[src/hdl/vib_detect_consts.svh]
`ifndef VIB_DETECT_CONSTS_SVH
`define VIB_DETECT_CONSTS_SVH
`define ADDR_ACTION 16'h0185
`define ADDR_SENS 16'h0186
`define ADDR_THRESH 16'h0187
`define ADDR_INIT_CTRL 16'h0188
`define ADDR_IRQ_STATUS 16'h0189
`define ADDR_IRQ_MASK 16'h018A
`define ADDR_CODE 16'h018B
`define ADDR_PEAK 16'h018C
`define RESET_ACTION 16'h0000
`define RESET_SENS 16'h0064
`define RESET_THRESH 16'h0032
`define SENS_MIN 16'h0032
`define SENS_MAX 16'h01F4
`define THRESH_MAX 16'h1388
`define ACTION_MAX 16'h0002
`define CODE_WARNING 16'h0208
`define CODE_ALARM 16'h038F
`define IRQ_BIT_WARN 0
`define IRQ_BIT_ALARM 1
`define IRQ_BIT_INIT 2
`define EVAL_PERIOD_US 100
`define CLK_MHZ 40
`define EVAL_CYCLES ((`EVAL_PERIOD_US) * (`CLK_MHZ))
`define INIT_WINDOWS 16'h0004 // Short learning run, trades averaging for a quick result
`endif

[src/hdl/vib_detect_pkg.sv]
package vib_detect_pkg;
  // Initialization sequencer states
  typedef enum logic [1:0] {
    init_idle,
    init_measure,
    init_write
  } init_state_type;
endpackage : vib_detect_pkg

[src/hdl/vibration_detect_monitor.sv]
`include "vib_detect_consts.svh"
module vibration_detect_monitor
  import vib_detect_pkg::*;
(
  input wire logic clk_i,
  input wire logic reset_i,
  input wire logic [15:0] avs_address_i,
  input wire logic avs_read_i,
  input wire logic avs_write_i,
  input wire logic [31:0] avs_writedata_i,
  output logic [31:0] avs_readdata_o,
  output logic avs_waitrequest_o,
  input wire logic [15:0] speed_i,
  input wire logic speed_valid_i,
  output logic vibration_warning_o,
  output logic vibration_alarm_o,
  output logic [15:0] fault_code_o,
  output logic irq_o
);

  // Whole block state in one record
  typedef struct packed {
    logic [15:0] action;
    logic [15:0] sens;
    logic [15:0] thresh;
    logic [2:0] irq_status;
    logic [2:0] irq_mask;
    init_state_type init_state;
    logic [15:0] init_count;
    logic [15:0] init_peak;
    logic [15:0] prev_speed;
    logic [15:0] smin;
    logic [15:0] smax;
    logic [15:0] last_swing;
    logic [15:0] eval_count;
    logic warn;
    logic alarm;
    logic [15:0] code;
    logic [31:0] rdata;
    logic ack;
    logic waitreq; // Registered waitrequest, high while no answer stands
    logic irq;
  } state_type;

  localparam logic [15:0] EVAL_LAST = 16'(`EVAL_CYCLES - 1);

  state_type r;
  state_type next_r;

  // Swing scaled by 100 against threshold scaled by sensitivity
  logic [31:0] swing_scaled;
  logic [31:0] limit_scaled;
  logic window_end;
  logic vib_hit;
  logic [15:0] swing_now;
  logic set_warn; // Detection that raises the warning this cycle
  logic set_alarm; // Detection that raises the alarm this cycle

  always_comb
  begin
    swing_now = r.smax - r.smin;
    window_end = (r.eval_count == EVAL_LAST);
    swing_scaled = 32'(swing_now) * 32'h00000064;
    limit_scaled = 32'(r.thresh) * 32'(r.sens);
    // Strict exceed, so threshold zero still ignores a flat speed
    vib_hit = window_end && (swing_scaled > limit_scaled);
    set_warn = vib_hit && (r.init_state == init_idle) && (r.action[1:0] == 2'h1);
    set_alarm = vib_hit && (r.init_state == init_idle) && (r.action[1:0] == 2'h2);
  end

  // Next state: bus, detection, init sequencer, interrupts
  always_comb
  begin
    next_r = r;
    next_r.ack = 1'b0;
    // Track min and max of feedback speed in each window
    if (speed_valid_i)
    begin
      next_r.prev_speed = speed_i;
      if (speed_i > r.smax)
      begin
        next_r.smax = speed_i;
      end
      if (speed_i < r.smin)
      begin
        next_r.smin = speed_i;
      end
    end
    // Evaluation window tick
    if (window_end)
    begin
      next_r.eval_count = 16'h0000;
      next_r.last_swing = swing_now;
      next_r.smin = r.prev_speed;
      next_r.smax = r.prev_speed;
    end
    else
    begin
      next_r.eval_count = r.eval_count + 16'h0001;
    end
    // Report according to the action option
    if (vib_hit && r.init_state == init_idle)
    begin
      unique case (r.action[1:0])
        2'h1:
        begin
          next_r.warn = 1'b1;
          next_r.code = `CODE_WARNING;
          next_r.irq_status[`IRQ_BIT_WARN] = 1'b1;
        end
        2'h2:
        begin
          next_r.alarm = 1'b1;
          next_r.code = `CODE_ALARM;
          next_r.irq_status[`IRQ_BIT_ALARM] = 1'b1;
        end
        default:
        begin
          // Detection disabled
        end
      endcase
    end
    // Option zero drops any standing indication at once
    if (r.action[1:0] == 2'h0)
    begin
      next_r.warn = 1'b0;
      next_r.alarm = 1'b0;
      next_r.code = 16'h0000;
    end
    // Init sequencer: learn peak swing then write threshold
    unique case (r.init_state)
      init_idle:
      begin
      end
      init_measure:
      begin
        if (window_end)
        begin
          if (swing_now > r.init_peak)
          begin
            next_r.init_peak = swing_now;
          end
          next_r.init_count = r.init_count + 16'h0001;
          if (r.init_count == `INIT_WINDOWS - 16'h0001)
          begin
            next_r.init_state = init_write;
          end
        end
      end
      init_write:
      begin
        // Clamp learned value to threshold range
        next_r.thresh = (r.init_peak > `THRESH_MAX) ? `THRESH_MAX : r.init_peak;
        next_r.irq_status[`IRQ_BIT_INIT] = 1'b1;
        next_r.init_state = init_idle;
      end
    endcase
    // Completion edge: waitrequest is low here, so the write lands now
    if ((avs_read_i || avs_write_i) && r.ack)
    begin
      if (avs_write_i)
      begin
        unique case (avs_address_i)
          `ADDR_ACTION:
          begin
            // Out of range options are refused
            if (avs_writedata_i[15:0] <= `ACTION_MAX)
            begin
              next_r.action = avs_writedata_i[15:0];
            end
          end
          `ADDR_SENS:
          begin
            if (avs_writedata_i[15:0] >= `SENS_MIN && avs_writedata_i[15:0] <= `SENS_MAX)
            begin
              next_r.sens = avs_writedata_i[15:0];
            end
          end
          `ADDR_THRESH:
          begin
            if (avs_writedata_i[15:0] <= `THRESH_MAX)
            begin
              next_r.thresh = avs_writedata_i[15:0];
            end
          end
          `ADDR_INIT_CTRL:
          begin
            // Bit0 starts the learning run, bit1 clears warning and alarm
            if (avs_writedata_i[0] && r.init_state == init_idle)
            begin
              next_r.init_state = init_measure;
              next_r.init_count = 16'h0000;
              next_r.init_peak = 16'h0000;
            end
            if (avs_writedata_i[1])
            begin
              // A detection in this same cycle still wins over the clear
              next_r.warn = set_warn;
              next_r.alarm = set_alarm;
              next_r.code = set_warn ? `CODE_WARNING : (set_alarm ? `CODE_ALARM : 16'h0000);
            end
          end
          `ADDR_IRQ_MASK:
          begin
            next_r.irq_mask = avs_writedata_i[2:0];
          end
          default:
          begin
            // Unmapped or read-only: write ignored
          end
        endcase
      end
      else if (avs_address_i == `ADDR_IRQ_STATUS)
      begin
        // Clear only the bits handed out; an event in this cycle survives only on a bit that was clear
        next_r.irq_status = (r.irq_status & ~r.rdata[2:0]) | (next_r.irq_status & ~r.irq_status);
      end
    end
    // First edge: take the request and latch read data for the completion edge
    if ((avs_read_i || avs_write_i) && !r.ack)
    begin
      next_r.ack = 1'b1;
      next_r.rdata = 32'h00000000;
      if (avs_read_i)
      begin
        unique case (avs_address_i)
          `ADDR_ACTION: next_r.rdata = {16'h0000, r.action};
          `ADDR_SENS: next_r.rdata = {16'h0000, r.sens};
          `ADDR_THRESH: next_r.rdata = {16'h0000, r.thresh};
          `ADDR_INIT_CTRL: next_r.rdata = {30'h00000000, r.init_state != init_idle, 1'b0};
          `ADDR_IRQ_STATUS: next_r.rdata = {29'h00000000, r.irq_status};
          `ADDR_IRQ_MASK: next_r.rdata = {29'h00000000, r.irq_mask};
          `ADDR_CODE: next_r.rdata = {16'h0000, r.code};
          `ADDR_PEAK: next_r.rdata = {16'h0000, r.last_swing};
          default: next_r.rdata = 32'h00000000;
        endcase
      end
    end
    next_r.waitreq = !next_r.ack;
    next_r.irq = |(next_r.irq_status & next_r.irq_mask);
  end

  // Register the whole state, synchronous reset
  always_ff @(posedge clk_i)
  begin
    if (reset_i)
    begin
      r <= '0;
      r.action <= `RESET_ACTION;
      r.sens <= `RESET_SENS;
      r.thresh <= `RESET_THRESH;
      r.init_state <= init_idle;
      r.smin <= 16'hFFFF;
      r.waitreq <= 1'b1;
    end
    else
    begin
      r <= next_r;
    end
  end

  assign avs_readdata_o = r.rdata;
  assign avs_waitrequest_o = r.waitreq;
  assign vibration_warning_o = r.warn;
  assign vibration_alarm_o = r.alarm;
  assign fault_code_o = r.code;
  assign irq_o = r.irq;
endmodule : vibration_detect_monitor

[config.mk]
export PLATFORM = sky130hd
export DESIGN_NAME = vibration_detect_monitor
export DESIGN_NICKNAME = d
export VERILOG_FILES = /design/src/hdl/vib_detect_pkg.sv /design/src/hdl/vibration_detect_monitor.sv
export VERILOG_INCLUDE_DIRS = /design/src /design/src/hdl
export SDC_FILE = /design/constraint.sdc
export NUM_CORES = 1
export LEC_CHECK = 0
export BUFFER_PORTS_ARGS = -buffer_cell sky130_fd_sc_hd__buf_4
export CAP_MARGIN = 20
export CORE_UTILIZATION = 50
export CTS_BUF_LIST = sky130_fd_sc_hd__clkbuf_4 sky130_fd_sc_hd__clkbuf_8
export CTS_CLUSTER_DIAMETER = 30
export DETAILED_ROUTE_END_ITERATION = 16
export PLACE_DENSITY = 0.73
export SETUP_SLACK_MARGIN = 0.3
export SLEW_MARGIN = 20
export SYNTH_ARGS = -nofsm -noshare
export SYNTH_HDL_FRONTEND = slang
export SYNTH_SLANG_ARGS = --single-unit
[constraint.sdc]
create_clock -name clk_i -period 21.7 [get_ports clk_i]
set_input_delay 3.255 -clock clk_i [delete_from_list [all_inputs] [get_ports clk_i]]
set_output_delay 3.255 -clock clk_i [all_outputs]
set_load 0.02 [all_outputs]
==> qor.csv, run 1 <==
metric,value,unit
start_util,50.8,%
place_ws,12.38,ns
first_iter_violations,999,
period_needed,9.43,ns
hold_path_class,flip-flop to flip-flop,
swShare,37.4,%
p_int,823,uW
dp_cells,3196,
num_antenna_cells,0,
finalSetupViolCount,0,
ioPinCount,121,
critical_path_class,flip-flop to flip-flop,
cts_buffers,35,
ant_nets,0,
seqPwrFrac,29.7,%
ys.flop_type,dfxtp_1,
yosysUniqueCellTypes,76,
rsz0062_at_grt,false,
worstMarginPinSlew,1.20,ns
drc,0,
place.gp.congestion,0.965,
grt.total_usage,26.4,%
core,43200,sq um
synthArstFlopShare,0,%
ys_warn_count,0,
grt_pass1_vias,18700,
grt_pass1_wl,95100,microns
whs,0.452,ns
combPwrFrac,42.8,%
netlist_area,21900,sq um
cts_hold_buffers,0,
hold_viol_final,0,
placed_area,22800,sq um
antenna_found_initial,0,
setup_ws,12.27,ns
clock_path_buffers,3,
power_density,55.8,nW/um^2
fin_util,54.6,%
critPathTopFamily,adder cells,
worst_setup_hold_path_clk_slew,0.06,ns
yosysSeqAreaShare,18.7,%
grt_max_degree,111,
cts_root_buf,clkbuf_8,
layout_commonest_cell,inv_1,
dieHeight,211,microns
routed_via_density,5.69,
ir_drop,0.0583,mV
max_stage_delay,0.90,ns
postCtsResizedCells,0,
cts.sinks,205,
path_max_fanout,18,
p_leak,11.2,nW
synth.area.top_cells,"fa_1 (19%), dfxtp_1 (19%), ha_1 (14%)",
final_layout_size_suffix_gt1_share,7.71,%
die_w,211,microns
cp-start-kind,flip-flop,
maxCapViolCount,0,
power_frac_clock,27.4,%
cpMostUsedCell,fa_1,
skew,0.0228,ns
num_vias,18500,
crit_arrival,9.83,ns
finalCritPeriodShare,43.5,%
dr.pass1.iters,6,
core.rowCount,76,
synth-edff-count,0,
synth_top_area_cell,fa_1,
critPathSlowestCell,dfxtp_1,
final_cells,3258,
mostFrequentLayoutCells,"inv_1 (371), nand2_1 (319), ha_1 (247)",
maxSlewViolCount,0,
clk_latency,0.55,ns
fin_area,23600,sq um
synth_seq_cells,205,
cts_tree,built,
fmax,0.106,GHz
end_kind,flip-flop,
drt-total-wl,57700,microns
cp.required,22.10,ns
htreeDepth,2,
outcome,"finished, final reports clean",
crit_buf_inv,3,
syn_area_per_cell,8.27,sq um
power.total,1.32,mW
hpwl,44300,microns
dieArea,44700,sq um
area_delta_synth_final,7.49,%
grt_overflow,0,
io_buffers,88,
postCtsSetupRepairBufs,0,
syn_inst,2654,
maxSlewHeadroom,19.4,%
p_switching,493,uW
synth.top_cell.area_share,18.8,%
drt-wirelength-per-cell,17.7,microns
layout.nets,3172,
fin_tns_setup,0,ns
-- synth_stat cells, types with 4 or more instances --
cell         n
or3_1       13
a211oi_1    32
nor2b_1     12
nor4_1      11
a221oi_1    11
o21bai_1     8
buf_4       48
o2111ai_1    5
a311oi_1    18
a21oi_1    116
fa_1       206
a22o_1      14
nand3_1     52
inv_1      371
ha_1       247
buf_1        8
xnor2_1     42
or4_1        5
a21o_1      40
nand4_1     26
a211o_1      6
nand3b_1     9
o211ai_1     8
and2_1     150
nand2_1    319
o31ai_1     24
o21ai_0     56
a31oi_1      8
nand4b_1     4
mux2i_1     45
dfxtp_1    205
a2111oi_0    5
or2_2        6
o221ai_1     7
a222oi_1    13
a21boi_0     6
nor3_1      49
clkbuf_1   119
nand2b_1    19
o21a_1      25
nor4b_1     14
xor2_1      31
and3_1      15
nor2_1     189
-- cell families after synthesis --
family	after synthesis	share of synthesized area, %
multiplexers	45	2.05
AO/OA/AOI/OAI	425	13.3
AND/OR/NAND/NOR	904	20.0
XOR/XNOR	73	2.91
buffers and inverters	548	10.2
other	1	0.0171
flip-flops	205	18.7
adder cells (fa/ha/maj)	453	32.9
-- sequential cells by signal (all words and copies together) (netlist names) --
signal               count
vibration_alarm_o        1
vibration_warning_o      1
irq_o                    1
avs_waitrequest_o        1
r                      169
avs_readdata_o          16
fault_code_o            16
-- final cells by class --
cell class / instances / area [sq um]
Timing Repair Buffer: 121 / 928
Multi-Input combinational cell: 1916 / 15700
Tap cell: 585 / 732
Sequential cell: 205 / 4100
Inverter: 371 / 1390
Clock inverter: 6 / 38.8
Clock buffer: 54 / 681
Fill cell: 3958 / 19600
-- power by group through the flow --
stage / logic (mW) / registers [mW] / clock network (mW)
floorplan: 0.427 / 0.398 / 0
global placement: 0.539 / 0.399 / 0
detailed placement: 0.557 / 0.399 / 0
CTS: 0.565 / 0.391 / 0.367
global route: 0.653 / 0.392 / 0.381
finish: 0.564 / 0.391 / 0.361
-- routing by layer --
layer | vias up | routed length [microns] | track usage (%)
met5 | - | 0 | 0
met4 | 0 | 2040 | 11.2
met3 | 142 | 3600 | 3.17
met2 | 631 | 27700 | 44.0
met1 | 9044 | 24400 | 34.5
li1 | 8721 | - | -
-- final timing paths --
kind	start	end	slack, ns	depth (start not counted)
hold reg to reg	avs_readdata_o[7]$_SDFFE_PP0P_	avs_readdata_o[7]$_SDFFE_PP0P_	0.45	1
hold / removal	avs_readdata_o[7]$_SDFFE_PP0P_	avs_readdata_o[7]$_SDFFE_PP0P_	0.45	1
setup / recovery	r[198]$_SDFFE_PP0P_	fault_code_o[1]$_SDFF_PP0_	12.27	29
setup reg to reg	r[198]$_SDFFE_PP0P_	fault_code_o[1]$_SDFF_PP0_	12.27	29
No activity file was read; power rests on OpenSTA's default activity.
==> run 2, diff against run 1 <==
Clock period 21.7 ns to 8.85 ns, I/O delays scaled along.
==> qor.csv, run 2 (synthesis gave the netlist of run 1 again) <==
metric,value,unit
core.rowCount,76,
final_layout_size_suffix_gt1_share,11.7,%
area_delta_synth_final,12.2,%
routed_via_density,5.65,
fin_tns_setup,0,ns
hpwl,47200,microns
crit_start,r[180]$_SDFF_PP0_,
finalCritPeriodShare,94.5,%
maxSlewHeadroom,24.2,%
outcome,"finished, final reports clean",
critical_path_class,flip-flop to flip-flop,
clk_latency,0.64,ns
cts.sinks,205,
cp-start-kind,flip-flop,
core,43200,sq um
period_needed,8.37,ns
skew,0.0425,ns
rsz0062_at_grt,false,
fmax,0.120,GHz
die_w,211,microns
num_vias,18900,
dr.pass1.iters,6,
drc,0,
max_stage_delay,0.56,ns
ant_nets,0,
drt-wirelength-per-cell,18.1,microns
clock_path_buffers,3,
path_max_fanout,10,
use_met1,36.9,%
grt_pass1_wl,98600,microns
worstMarginPinSlew,1.12,ns
critPathSlowestCell,fa_1,
fin_area,24600,sq um
hp-start,avs_readdata_o[15]$_SDFFE_PP0P_,
io_buffers,88,
use_met2,45.9,%
layout_commonest_cell,inv_1,
p_leak,11.7,nW
start_util,50.8,%
grt.total_usage,27.7,%
dieArea,44700,sq um
grtUsageMet3,4.47,%
crit_arrival,8.89,ns
rr_startpoint,r[180]$_SDFF_PP0_,
layout.nets,3239,
drt-total-wl,60400,microns
worst_setup_hold_path_clk_slew,0.05,ns
cpMostUsedCell,fa_1,
place.gp.congestion,0.948,
maxCapViolCount,0,
num_antenna_cells,0,
htreeDepth,2,
largest_reg_flops,169,
finalSetupViolCount,0,
cp.required,9.38,ns
busiest_layer,met2,
mostFrequentLayoutCells,"inv_1 (371), nand2_1 (319), ha_1 (246)",
grt_overflow,0,
placed_area,23200,sq um
end_kind,flip-flop,
crit_buf_inv,6,
cts_hold_buffers,0,
cts_tree,built,
antenna_found_initial,0,
ioPinCount,121,
first_iter_violations,1374,
hold_viol_final,0,
critPathTopFamily,adder cells,
cts_buffers,52,
grt_max_degree,111,
largest_register,r,
power_density,156,nW/um^2
dieHeight,211,microns
hold_path_class,flip-flop to flip-flop,
grt_pass1_vias,19100,
cts_root_buf,clkbuf_8,
ir_drop,0.166,mV
maxSlewViolCount,0,
==> run 2: cell count changes in the layout (fill, tap and decap cells not counted), sizes merged <==
| cell | previous run | this run |
|---|---|---|
| buf | 121 | 171 |
| bufinv | 0 | 9 |
| clkbuf | 54 | 65 |
| clkinv | 3 | 13 |
| clkinvlp | 2 | 7 |
| inv | 372 | 373 |
==> run 2: worst paths after layout <==
| check | cells after the start | endpoint | slack (ns) |
|---|---|---|---|
| worst min-delay path | 1 | avs_readdata_o[15]$_SDFFE_PP0P_ | 0.45 |
| worst max-delay path | 32 | irq_o$_SDFF_PP0_ | 0.48 |
| worst min register to register | 1 | avs_readdata_o[15]$_SDFFE_PP0P_ | 0.45 |
| worst max register to register | 32 | irq_o$_SDFF_PP0_ | 0.48 |
==> run 2: what timing repair did <==
action / CTS / global route
setup endpoints to repair: 8 / 21
gates resized for setup: 4 / 35
pin swaps: 0 / 6
buffers inserted: 0 / 1
==> run 2: metrics by stage <==
step           power, mW  hold WS, ns  cells  util, %  worst slack (ns)
4_1_cts             3.85        0.454   3342     56.7             0.306
5_1_grt             4.13        0.468   3344     57.0             0.269
3_3_place_gp        2.36        0.440   3246     53.7             0.236
6_report            3.85        0.454   3344     57.0             0.485
3_5_place_dp        2.42        0.444   3246     53.7             0.205
2_1_floorplan       2.02        0.427   2669        -             0.971
==> run 2: metal layers <==
layer  part of all wire (%)  vias up
met5                      0        -
met4                    2.8        0
met3                    7.8      117
met2                     47      747
met1                     42     9161
li1                       -     8865
==> run 2: area by class of cell <==
type	instances	area (sq um)
Clock buffer	65	838
Fill cell	3814	18500
Inverter	371	1390
Sequential cell	205	4130
Multi-Input combinational cell	1916	15800
Timing Repair Buffer	171	1310
Tap cell	585	732
Clock inverter	31	430
==> run 2: report_power, final <==
| part | leakage [nW] | internal (mW) | switching [mW] |
|---|---|---|---|
| Sequential | 1.67 | 0.945 | 0.0146 |
| Combinational | 9.40 | 0.620 | 0.855 |
| Clock | 0.642 | 0.900 | 0.513 |
